<file path="config.mk">
export PLATFORM = sky130hd
export DESIGN_NAME = mtcsr_trap_regs
export DESIGN_NICKNAME = d
export VERILOG_FILES = /design/src/mtcsr_pkg.sv /design/src/mtcsr_access_check.sv /design/src/mtcsr_trap_regs.sv
export VERILOG_INCLUDE_DIRS = /design/src /design/src/src
export SDC_FILE = /design/constraint.sdc
export NUM_CORES = 1
export LEC_CHECK = 0
export ABC_AREA = 0
export ABC_CLOCK_PERIOD_IN_PS = 3980
export BUFFER_PORTS_ARGS = -buffer_cell sky130_fd_sc_hd__buf_2
export CELL_PAD_IN_SITES_DETAIL_PLACEMENT = 1
export CELL_PAD_IN_SITES_GLOBAL_PLACEMENT = 2
export CORE_ASPECT_RATIO = 1.4
export CORE_MARGIN = 2
export CORE_UTILIZATION = 36
export DETAILED_ROUTE_END_ITERATION = 10
export GPL_TIMING_DRIVEN = 0
export PLACE_DENSITY = 0.95
export SLEW_MARGIN = 20
export SYNTH_ARGS = -nofsm -noshare
export SYNTH_HDL_FRONTEND = slang
export SYNTH_SLANG_ARGS = --single-unit
</file>
<file path="constraint.sdc">
create_clock -name mclk -period 3.98 [get_ports mclk]
set_input_delay 0.398 -clock mclk [delete_from_list [all_inputs] [get_ports mclk]]
set_output_delay 0.398 -clock mclk [all_outputs]
set_load 0.01 [all_outputs]
</file>
<file path="src/mtcsr_map.svh">
// constants for the machine trap csr block: csr numbers, field positions, reset values
// assumes it is included by the design modules and the props checker by bare name
//
// Functional notes
// - event selector csrs 0x323..0x33f read zero and drop writes
// - on exception save current pc to exception pc, redirect fetch to handler
// - machine return loads pc from exception pc
// - exception pc bits 31:1 writable, bit 0 reads zero
// - cause top bit set for interrupt, clear for synchronous exception
// - basic mode cause keeps trap code 10:0, bits 30:11 read zero
// - clic mode vectoring flag set at vectoring start, cleared on success
// - clic previous privilege takes only 0 or 3, mirrors status field
// - clic previous interrupt enable shares storage with status bit
// - clic cause holds writable previous interrupt level in 23:16
// - trap value reads zero always, writes ignored, never recorded
// - basic mode pending bits 31:16 read-only copies of request lines
// - basic mode pending 11, 7, 3 copy request lines; other low bits zero
// - clic mode pending register reads all zero
// - next-interrupt access illegal unless read-set x0, immediate set or clear
// - next-interrupt immediate set with immediate bit 0, 2 or 4 is illegal
// - threshold held in low eight bits, 31:8 read zero
// - threshold implements top bits only, unimplemented low bits read one
// - privilege-swap scratch: only swap with nonzero rd and rs1 is legal
// - next-interrupt, threshold, privilege-swap exist only with clic option
`ifndef MTCSR_MAP_SVH
`define MTCSR_MAP_SVH
// csr numbers
`define MTCSR_ADDR_EVSEL_LO   12'h323
`define MTCSR_ADDR_EVSEL_HI   12'h33f
`define MTCSR_ADDR_SCRATCH    12'h340
`define MTCSR_ADDR_EPC        12'h341
`define MTCSR_ADDR_CAUSE      12'h342
`define MTCSR_ADDR_TVAL       12'h343
`define MTCSR_ADDR_PENDING    12'h344
`define MTCSR_ADDR_NXTI       12'h345
`define MTCSR_ADDR_THRESH     12'h347
`define MTCSR_ADDR_SWAPSCR    12'h348
// cause field positions
`define MTCSR_CAUSE_IRQ_BIT   31
`define MTCSR_CAUSE_HV_BIT    30
`define MTCSR_CAUSE_PP_HI     29
`define MTCSR_CAUSE_PP_LO     28
`define MTCSR_CAUSE_PIE_BIT   27
`define MTCSR_CAUSE_PIL_HI    23
`define MTCSR_CAUSE_PIL_LO    16
`define MTCSR_CAUSE_CODE_HI   10
`define MTCSR_CAUSE_CODEC_HI  11
// pending line positions
`define MTCSR_PEND_EXT_BIT    11
`define MTCSR_PEND_TMR_BIT    7
`define MTCSR_PEND_SW_BIT     3
`define MTCSR_PEND_FAST_LO    16
// privilege encodings
`define MTCSR_PRIV_USER       2'h0
`define MTCSR_PRIV_MACHINE    2'h3
// reset values
`define MTCSR_RST_ZERO        32'h0000_0000
`define MTCSR_RST_CAUSE_CLIC  32'h3000_0000
`define MTCSR_RST_PP          2'h3
`endif

</file>
<file path="src/mtcsr_pkg.sv">
// types shared by the machine trap csr block
// assumes nothing beyond a systemverilog compiler
package mtcsr_pkg;
  // csr instruction forms as decoded by the pipeline
  typedef enum logic [2:0] {
    MTCSR_OP_RW  = 3'h1,
    MTCSR_OP_RS  = 3'h2,
    MTCSR_OP_RC  = 3'h3,
    MTCSR_OP_RWI = 3'h5,
    MTCSR_OP_RSI = 3'h6,
    MTCSR_OP_RCI = 3'h7
  } mtcsr_op_e;
  typedef logic [31:0] mtcsr_word_t;
endpackage : mtcsr_pkg

</file>
<file path="src/mtcsr_access_check.sv">
// legality check for csr instruction forms on the clic-only registers
// assumes the decode fields are stable while csrValid is high
`include "mtcsr_map.svh"
module mtcsr_access_check #(
  parameter bit ClicOption = 1'b1  // clic option built in
) (
  input  wire logic              csrValid,   // csr access this cycle
  input  wire logic [11:0]       csrAddr,    // csr number
  input  wire mtcsr_pkg::mtcsr_op_e csrOp,   // instruction form
  input  wire logic [4:0]        rs1Idx,     // source index or immediate
  input  wire logic [4:0]        rdIdx,      // destination index
  output logic                   csrIllegal, // access is illegal
  output logic                   csrMapped   // address decodes to this block
);
  import mtcsr_pkg::*;

  logic isNxti;
  logic isThresh;
  logic isSwap;
  logic isEvsel;
  logic isBase;
  logic nxtiOk;
  logic swapOk;

  // address decode; clic-only csrs vanish without the option
  always_comb begin
    isNxti   = ClicOption && (csrAddr == `MTCSR_ADDR_NXTI);
    isThresh = ClicOption && (csrAddr == `MTCSR_ADDR_THRESH);
    isSwap   = ClicOption && (csrAddr == `MTCSR_ADDR_SWAPSCR);
    isEvsel  = (csrAddr >= `MTCSR_ADDR_EVSEL_LO) && (csrAddr <= `MTCSR_ADDR_EVSEL_HI);
    isBase   = (csrAddr >= `MTCSR_ADDR_SCRATCH) && (csrAddr <= `MTCSR_ADDR_PENDING);
    csrMapped = isNxti || isThresh || isSwap || isEvsel || isBase;
  end

  // form checks; unmapped numbers are left to the main decoder
  always_comb begin
    nxtiOk = ((csrOp == MTCSR_OP_RS) && (rs1Idx == 5'h00))
          || ((csrOp == MTCSR_OP_RSI) && !rs1Idx[0] && !rs1Idx[2] && !rs1Idx[4])
          || (csrOp == MTCSR_OP_RCI);
    swapOk = (csrOp == MTCSR_OP_RW) && (rs1Idx != 5'h00) && (rdIdx != 5'h00);
    csrIllegal = csrValid && ((isNxti && !nxtiOk) || (isSwap && !swapOk));
  end
endmodule // mtcsr_access_check

</file>
<file path="src/mtcsr_trap_regs.sv">
// machine trap csrs: scratch, exception pc, cause, trap value, pending view,
// next-interrupt, threshold and privilege-swap scratch
// assumes the pipeline presents one csr access per cycle and that trap,
// return and vectoring events are single-cycle pulses on mclk
`include "mtcsr_map.svh"
module mtcsr_trap_regs #(
  parameter bit         ClicOption   = 1'b1, // clic option built in
  parameter int unsigned ThresholdBits = 8   // implemented threshold bits, 0..8
) (
  input  wire logic                  mclk,          // core clock
  input  wire logic                  reset_n,       // async reset, active low
  input  wire logic                  csrValid,      // csr instruction executes
  input  wire logic [11:0]           csrAddr,       // csr number
  input  wire mtcsr_pkg::mtcsr_op_e  csrOp,         // instruction form
  input  wire logic [4:0]            rs1Idx,        // source index or immediate
  input  wire logic [4:0]            rdIdx,         // destination index
  input  wire mtcsr_pkg::mtcsr_word_t csrWdata,     // source operand or zero-extended immediate
  output mtcsr_pkg::mtcsr_word_t     csrRdata,      // read data, registered
  output logic                       csrIllegal,    // illegal instruction raise
  output logic                       csrRdValid,    // read data valid pulse
  input  wire logic                  trapTake,      // exception or interrupt taken
  input  wire logic                  trapIsIrq,     // taken trap is an interrupt
  input  wire logic [11:0]           trapCode,      // cause code of taken trap
  input  wire mtcsr_pkg::mtcsr_word_t trapPc,       // pc of trapping instruction
  input  wire mtcsr_pkg::mtcsr_word_t handlerAddr,  // handler address from vector logic
  input  wire logic                  mretExec,      // machine return executes
  input  wire logic                  hvStart,       // hardware vectoring starts
  input  wire logic                  hvDone,        // hardware vectoring completed
  input  wire logic [31:0]           irqLines,      // interrupt request lines
  output logic                       fetchRedirect, // fetch redirect pulse
  output mtcsr_pkg::mtcsr_word_t     fetchTarget,   // redirect target, registered
  output logic [1:0]                 prevPrivilege, // status previous privilege view
  output logic                       prevIntEnable, // status previous interrupt enable view
  output logic [7:0]                 thresholdLevel // current interrupt level threshold
);
  import mtcsr_pkg::*;

  // ==========================================================================
  // state
  // ==========================================================================
  mtcsr_word_t scratchQ,  scratchD;
  mtcsr_word_t epcQ,      epcD;
  mtcsr_word_t swapScrQ,  swapScrD;
  logic        causeIrqQ, causeIrqD;
  logic        hvFlagQ,   hvFlagD;
  logic [1:0]  ppQ,       ppD;
  logic        pieQ,      pieD;
  logic [7:0]  pilQ,      pilD;
  logic [11:0] codeQ,     codeD;
  logic [7:0]  threshQ,   threshD;
  mtcsr_word_t rdataQ,    rdataD;
  logic        rdValidQ,  rdValidD;
  logic        redirQ,    redirD;
  mtcsr_word_t targetQ,   targetD;

  logic        illegal;
  logic        mapped;
  logic        doAccess;
  logic        doWrite;
  mtcsr_word_t oldVal;
  mtcsr_word_t newVal;
  mtcsr_word_t pendView;
  mtcsr_word_t causeView;
  logic [7:0]  threshMask;

  // ==========================================================================
  // legality
  // ==========================================================================
  mtcsr_access_check #(
    .ClicOption (ClicOption)
  ) u_check (
    .csrValid   (csrValid),
    .csrAddr    (csrAddr),
    .csrOp      (csrOp),
    .rs1Idx     (rs1Idx),
    .rdIdx      (rdIdx),
    .csrIllegal (illegal),
    .csrMapped  (mapped)
  );

  assign csrIllegal = illegal;
  assign doAccess   = csrValid && mapped && !illegal;

  // ==========================================================================
  // read views
  // ==========================================================================
  // low threshold bits past the implemented count are forced to one
  always_comb begin
    for (int i = 0; i < 8; i++) begin
      threshMask[i] = (i < (8 - ThresholdBits));
    end
  end

  // pending view is pure wiring of the request lines, no storage
  generate
    for (genvar b = 0; b < 32; b++) begin : g_pend
      if (b >= `MTCSR_PEND_FAST_LO || b == `MTCSR_PEND_EXT_BIT ||
          b == `MTCSR_PEND_TMR_BIT || b == `MTCSR_PEND_SW_BIT) begin : g_live
        assign pendView[b] = ClicOption ? 1'b0 : irqLines[b];
      end else begin : g_zero
        assign pendView[b] = 1'b0;
      end
    end
  endgenerate

  // cause layout differs by build option
  always_comb begin
    causeView = `MTCSR_RST_ZERO;
    causeView[`MTCSR_CAUSE_IRQ_BIT] = causeIrqQ;
    if (ClicOption) begin
      causeView[`MTCSR_CAUSE_HV_BIT] = hvFlagQ;
      causeView[`MTCSR_CAUSE_PP_HI:`MTCSR_CAUSE_PP_LO] = ppQ;
      causeView[`MTCSR_CAUSE_PIE_BIT] = pieQ;
      causeView[`MTCSR_CAUSE_PIL_HI:`MTCSR_CAUSE_PIL_LO] = pilQ;
      causeView[`MTCSR_CAUSE_CODEC_HI:0] = codeQ;
    end else begin
      causeView[`MTCSR_CAUSE_CODE_HI:0] = codeQ[10:0];
    end
  end

  // old value of the addressed csr
  always_comb begin
    oldVal = `MTCSR_RST_ZERO; // event selectors, trap value and unmapped read zero
    unique case (csrAddr)
      `MTCSR_ADDR_SCRATCH: oldVal = scratchQ;
      `MTCSR_ADDR_EPC:     oldVal = {epcQ[31:1], 1'b0};
      `MTCSR_ADDR_CAUSE:   oldVal = causeView;
      `MTCSR_ADDR_TVAL:    oldVal = `MTCSR_RST_ZERO;
      `MTCSR_ADDR_PENDING: oldVal = pendView;
      `MTCSR_ADDR_THRESH:  oldVal = {24'h000000, threshQ | threshMask};
      `MTCSR_ADDR_SWAPSCR: oldVal = swapScrQ;
      default:             oldVal = `MTCSR_RST_ZERO;
    endcase
  end

  // read-modify-write value
  always_comb begin
    newVal  = oldVal;
    doWrite = doAccess;
    unique case (csrOp)
      MTCSR_OP_RW,  MTCSR_OP_RWI: newVal = csrWdata;
      MTCSR_OP_RS,  MTCSR_OP_RSI: begin
        newVal  = oldVal | csrWdata;
        doWrite = doAccess && (rs1Idx != 5'h00);
      end
      MTCSR_OP_RC,  MTCSR_OP_RCI: begin
        newVal  = oldVal & ~csrWdata;
        doWrite = doAccess && (rs1Idx != 5'h00);
      end
      default: doWrite = 1'b0;
    endcase
  end

  // ==========================================================================
  // next state
  // ==========================================================================
  always_comb begin
    scratchD  = scratchQ;
    epcD      = epcQ;
    swapScrD  = swapScrQ;
    causeIrqD = causeIrqQ;
    hvFlagD   = hvFlagQ;
    ppD       = ppQ;
    pieD      = pieQ;
    pilD      = pilQ;
    codeD     = codeQ;
    threshD   = threshQ;
    rdataD    = oldVal;
    rdValidD  = doAccess;
    redirD    = 1'b0;
    targetD   = targetQ;

    // software writes
    if (doWrite) begin
      unique case (csrAddr)
        `MTCSR_ADDR_SCRATCH: scratchD = newVal;
        `MTCSR_ADDR_EPC:     epcD = {newVal[31:1], 1'b0};
        `MTCSR_ADDR_CAUSE: begin
          causeIrqD = newVal[`MTCSR_CAUSE_IRQ_BIT];
          if (ClicOption) begin
            hvFlagD = newVal[`MTCSR_CAUSE_HV_BIT];
            // only user or machine kept; other codes leave the field as is
            if (newVal[`MTCSR_CAUSE_PP_HI:`MTCSR_CAUSE_PP_LO] == `MTCSR_PRIV_USER ||
                newVal[`MTCSR_CAUSE_PP_HI:`MTCSR_CAUSE_PP_LO] == `MTCSR_PRIV_MACHINE) begin
              ppD = newVal[`MTCSR_CAUSE_PP_HI:`MTCSR_CAUSE_PP_LO];
            end
            pieD  = newVal[`MTCSR_CAUSE_PIE_BIT];
            pilD  = newVal[`MTCSR_CAUSE_PIL_HI:`MTCSR_CAUSE_PIL_LO];
            codeD = newVal[`MTCSR_CAUSE_CODEC_HI:0];
          end else begin
            codeD = {1'b0, newVal[`MTCSR_CAUSE_CODE_HI:0]};
          end
        end
        `MTCSR_ADDR_THRESH:  threshD = newVal[7:0] | threshMask;
        `MTCSR_ADDR_SWAPSCR: begin
          // swap only across a privilege change; in machine mode it is a read
          if (ppQ != `MTCSR_PRIV_MACHINE) begin
            swapScrD = newVal;
          end
        end
        default: ;
      endcase
    end

    // hardware events win over a same-cycle software write
    if (ClicOption && hvStart) begin
      hvFlagD = 1'b1;
    end else if (ClicOption && hvDone) begin
      hvFlagD = 1'b0;
    end
    if (trapTake) begin
      epcD      = {trapPc[31:1], 1'b0};
      causeIrqD = trapIsIrq;
      codeD     = ClicOption ? trapCode : {1'b0, trapCode[10:0]};
      redirD    = 1'b1;
      targetD   = handlerAddr;
    end else if (mretExec) begin
      redirD  = 1'b1;
      targetD = {epcQ[31:1], 1'b0};
    end
  end

  // ==========================================================================
  // registers
  // ==========================================================================
  always_ff @(posedge mclk or negedge reset_n) begin
    if (!reset_n) begin
      scratchQ  <= `MTCSR_RST_ZERO;
      epcQ      <= `MTCSR_RST_ZERO;
      swapScrQ  <= `MTCSR_RST_ZERO;
      causeIrqQ <= 1'b0;
      hvFlagQ   <= 1'b0;
      ppQ       <= ClicOption ? `MTCSR_RST_PP : 2'h0; // clic reset shows 0x3000_0000
      pieQ      <= 1'b0;
      pilQ      <= 8'h00;
      codeQ     <= 12'h000;
      threshQ   <= 8'h00;
      rdataQ    <= `MTCSR_RST_ZERO;
      rdValidQ  <= 1'b0;
      redirQ    <= 1'b0;
      targetQ   <= `MTCSR_RST_ZERO;
    end else begin
      scratchQ  <= scratchD;
      epcQ      <= epcD;
      swapScrQ  <= swapScrD;
      causeIrqQ <= causeIrqD;
      hvFlagQ   <= hvFlagD;
      ppQ       <= ppD;
      pieQ      <= pieD;
      pilQ      <= pilD;
      codeQ     <= codeD;
      threshQ   <= threshD;
      rdataQ    <= rdataD;
      rdValidQ  <= rdValidD;
      redirQ    <= redirD;
      targetQ   <= targetD;
    end
  end

  // outputs straight from flops
  assign csrRdata       = rdataQ;
  assign csrRdValid     = rdValidQ;
  assign fetchRedirect  = redirQ;
  assign fetchTarget    = targetQ;
  assign prevPrivilege  = ppQ;
  assign prevIntEnable  = pieQ;
  assign thresholdLevel = threshQ | threshMask;
endmodule // mtcsr_trap_regs

</file>
# Yosys cells after proc, flatten, opt, wreduce, memory -nomap -nowiden
# Cells that the tools add are included.
# classes
magnitude_cmp	4
eq_ne	14
mux	20
bitwise_logic	3
reduce_logical	50
# ops
operator	count
$mux W32	5
$pmux W32 S5	1
$pmux W32 S3	1
$eq A12 B10 Y1 const B	6
$mux W12	3
$and A32 B32 Y32	1
$not A32 Y32	1
$or A32 B32 Y32	1
$ge A12 B10 Y1 const B	2
$le A12 B10 Y1 const B	2
$logic_and A1 B1 Y1	14
$reduce_and A2 Y1	6
$reduce_bool A5 Y1	2
$eq A3 B3 Y1 const B	3
$mux W1	9
$logic_or A1 B1 Y1	8
$reduce_bool A2 Y1	4
$eq A3 B2 Y1 const B	2
$logic_not A1 Y1	6
$reduce_and A3 Y1	2
$reduce_bool A3 Y1	2
$reduce_or A2 Y1	3
$logic_not A5 Y1	1
$reduce_or A4 Y1	1
other kinds (5)	5
# word_totals
ff_bits	195
input_bits	173
out_inout_bits	78
elab_cells	105

# Longest topological paths before layout
# logic_depth
word_depth	17
depth_mapped	9
depth_no_buf	6

# Cells and area by module
# A second synthesis with hierarchy kept.
# unflattened
cells_unflattened	973
area_unflattened_um2	9643.0
# by_module_without_submodules
mod	n_inst	cells_per_inst	area_per_inst_um2	seq_area_each_um2
mtcsr_trap_regs	1	949	9471.6	4857.2
mtcsr_access_check	1	24	171.4	0.0

# Worst setup path before layout
# OpenSTA, ideal clock, no wires.
# synth_path
path_type	input-to-reg
from	input port csrAddr[7]
to	register scratchQ[10]
setup_time_ns	0.125
arrival_ns	2.167
t_required_ns	3.855
slack_ns	1.688
stages	7
n_path_buf	2
cell_sequence	or4b_4 nor3_2 o21ai_2 or4_1 buf_2 buf_6 mux2_4
# synth_via
elab_chain_len	10
word_cells_on_any_way	30
cone_classes	4 x order compare; 6 x eq/ne; 3 x mux; 2 x bitwise; 15 x reduce/logical
# synth_lines
item	line	text
start: declaration	mtcsr_trap_regs.sv:13	input wire logic [11:0] csrAddr,
branches (longest 10 deep; another with $ge A12 B10 Y1)	--	
end signal: assignment	mtcsr_trap_regs.sv:228	scratchQ <= `MTCSR_RST_ZERO;
end signal: assignment	mtcsr_trap_regs.sv:243	scratchQ <= scratchD;
end: declaration	mtcsr_trap_regs.sv:41	mtcsr_word_t scratchQ, scratchD;
# Parallel ways; which one is timed is not known.
# A chain may end at the register's enable or synchronous reset.

# Final worst setup path
# layout_path
from	input port csrAddr[0]
to	register swapScrQ[8]
# layout_via
elab_chain_len	10
word_cells_on_any_way	30
cone_classes	4 x order compare; 6 x eq/ne; 3 x mux; 2 x bitwise; 15 x reduce/logical
# layout_lines
item	line	text
branches (longest 10 deep; another with $ge A12 B10 Y1)	--	
end signal: assignment	mtcsr_trap_regs.sv:230	swapScrQ <= `MTCSR_RST_ZERO;
end signal: assignment	mtcsr_trap_regs.sv:245	swapScrQ <= swapScrD;
end: declaration	mtcsr_trap_regs.sv:43	mtcsr_word_t swapScrQ, swapScrD;
# Parallel ways; which one is timed is not known.

==> flow_summary.json <==
{
  "num_vias": 8606,
  "worst_pin_slew_ps": 965,
  "synth.area.top_cells": "dfrtp_1 (49%), mux2_2 (6.1%), nand2_1 (5.3%), mux2i_1 (5.0%), o21ai_0 (4.0%)",
  "cts-resized-gates": 0,
  "grt_util_met3_pct": 3.56,
  "finalHoldViolCount": 0,
  "final_layout_size_suffix_gt1_share_pct": 32.5,
  "clk_pin_slew_worst_paths_ps": 70,
  "ys.warnings.count": 0,
  "rsz0062_at_grt": "false",
  "hold_path_class": "in -> reg",
  "grt_pass1_wl_microns": 53900,
  "place_area_sq_mm": 0.0114,
  "wirelength_microns": 35700,
  "syn_inst": 931,
  "hold_path_depth": 3,
  "p_leak_nw": 5.85,
  "syn-num-nets": 1104,
  "globalplace.congestion": 0.857,
  "cp-end-kind": "flip-flop",
  "ys_ff_latch": 194,
  "cp_max_fo": 10,
  "yosysSeqAreaShare_pct": 49.7,
  "holdPathEnd": "fetchTarget[30]$_DFFE_PN0P_",
  "gr-max-usage-layer": "met2",
  "layout.nets": 1339,
  "core_sq_mm": 0.0267,
  "worstHoldStart": "handlerAddr[30]",
  "clock_latency_ps": 450,
  "cp_data_required_time_ps": 4310,
  "synthArstFlopShare_pct": 100,
  "cts_buffers": 17,
  "dp_hpwl_microns": 26300,
  "peakVddDrop_v": 0.000317,
  "ios": 251,
  "dr.pass1.iters": 6,
  "hold_buffers": 1,
  "start_kind": "primary input",
  "power.density_mw_per_mm2": 378,
  "h-tree-depth": 4,
  "status": "finished clean",
  "met2_usage_pct": 43.7,
  "die_h_microns": 199,
  "grt_antenna_before_repair": 1,
  "final_area_sq_mm": 0.0120,
  "synth_top_area_cell": "dfrtp_1",
  "vias_per_cell": 5.57,
  "start_util_pct": 36.5,
  "cts_setup_buffers": 0,
  "die_area_sq_mm": 0.0285,
  "ys_types": 63,
  "whs_ps": 153,
  "drc": 0,
  "setup_viol": 0,
  "port_buffers": 213,
  "synth_edf_count": 0,
  "rows": 71,
  "cts_sinks": 194,
  "period_share_pct": 70.6,
  "clockBufferDepth": 2,
  "maxSlewHeadroom_pct": 35.2,
  "drt_iter0_markers": 581,
  "grt_max_degree": 94,
  "reg2reg_slack_ps": 1980,
  "avgRoutedWirePerCell_microns": 23.1,
  "synth_top_area_share_pct": 49.2,
  "grt_pass1_vias": 9133,
  "cts_root_buf": "clkbuf_16",
  "die_x_microns": 143,
  "use_met1_pct": 30.8,
  "min_period_ps": 2810,
  "arrival_ps": 3140,
  "cts_tree": "done",
  "crit_path_start": "csrAddr[0]",
  "fin_skew_ps": 12.2,
  "fmax_mhz": 356,
  "overflow": 0,
  "yosys_most_used_dff": "dfrtp_1",
  "area_growth_pct": 22.8,
  "postSynthAreaPerCell_sq_um": 10.5,
  "ant_nets": 0,
  "synth_area_sq_mm": 0.00977,
  "r2r_cells": 4,
  "slew_viol_final": 0,
  "maxCapViolCount": 0,
  "r2r_start": "prevPrivilege[1]$_DFFE_PN1P_",
  "reg2reg_to": "swapScrQ[8]$_DFFE_PN0P_",
  "grt_usage_pct": 25.2,
  "path_class": "in -> reg"
}
==> stage by stage <==
stage / cells / power, W / setup WS [ps] / setup TNS (ps) / utilization [%]
after floorplan: 931 / 0.00240 / 1690 / 0 / -
after global placement: 1509 / 0.00267 / -842 / -155710 / 42.2
after detailed placement: 1511 / 0.00270 / 728 / 0 / 42.5
after CTS: 1544 / 0.00455 / 1160 / 0 / 44.8
after global routing: 1545 / 0.00469 / 1080 / 0 / 44.9
final: 1545 / 0.00453 / 1170 / 0 / 44.9
==> routing by layer <==
metal,wire (microns),vias up
li1,-,3838
met1,14300,4403
met2,18200,290
met3,1600,75
met4,1510,0
met5,0,-
==> cells by family (layout without fill, tap and decap cells) <==
logic type             Yosys count  in the layout  synth area share [%]
other                            0              1                     0
buffers and inverters           89            337                  4.01
AOI/OAI and AO/OA              286            286                  20.3
DFF                            194            194                  49.7
muxes                          120            120                  13.9
and+or+nand+nor                242            242                  12.1
==> sequential cells by signal (all words and copies together), names as in the netlist, 2 cells and up <==
| register | flops |
|---|---|
| codeQ | 12 |
| csrRdata | 32 |
| epcQ | 31 |
| fetchTarget | 32 |
| pilQ | 8 |
| prevPrivilege | 2 |
| scratchQ | 32 |
| swapScrQ | 32 |
| thresholdLevel | 8 |
==> layout by cell type, fill, tap and decap left out, drive strengths merged, types with 4 or more instances in the layout <==
| master | n |
|---|---|
| a211o | 4 |
| a21o | 21 |
| a21oi | 30 |
| a221o | 22 |
| a22o | 20 |
| a22oi | 31 |
| a31oi | 13 |
| and2 | 9 |
| and3 | 6 |
| buf | 239 |
| clkbuf | 62 |
| dfrtp | 192 |
| inv | 27 |
| mux2 | 71 |
| mux2i | 49 |
| nand2 | 137 |
| nand2b | 6 |
| nor2 | 31 |
| nor2b | 6 |
| nor3 | 10 |
| nor3b | 17 |
| o21a | 7 |
| o21ai | 117 |
==> power by group <==
group / switching (W) / internal (W) / leakage, nW
Clock: 0.000858 / 0.00101 / 0.299
Sequential: 0.0000602 / 0.00204 / 2.56
Combinational: 0.000341 / 0.000222 / 2.99
==> cell usage after synthesis (all sizes together), types with 7 or more instances <==
cell type,number
o21ai,117
o21a,7
a221o,22
and2,9
a21o,21
mux2i,49
nor3b,17
clkbuf,45
buf,24
inv,20
nor3,10
a22oi,31
dfrtp,192
mux2,71
nor2,31
a31oi,13
a22o,20
a21oi,30
nand2,137
==> critical path: stages <==
cell and delay, ps:
buf_2 110, buf_2 300, clkbuf_1 460, nor2b_1 440, nand3_1 160, nand4b_1 410, buf_2 440, mux2_2 400
==> area by class of cell <==
cell class	instances	area, sq um
multi-input cells	648	4530
plain buffers	69	317
inverters	20	75.1
diodes	1	2.50
repair buffers	216	1140
well taps	365	457
flip-flops and latches	194	4860
clock buffers	17	425
clock inverters	15	194
fillers	3063	14700
==> worst max-delay path by stage <==
stage                                    end  slack (ps)
detailed placement  swapScrQ[25]$_DFFE_PN0P_         730
global route         swapScrQ[8]$_DFFE_PN0P_        1080
finish               swapScrQ[8]$_DFFE_PN0P_        1170
CTS                 swapScrQ[25]$_DFFE_PN0P_        1160
global placement       csrRdata[4]$_DFF_PN0_        -840
floorplan           scratchQ[10]$_DFFE_PN0P_        1690
Note: power is estimated with default switching activity, not from simulation.
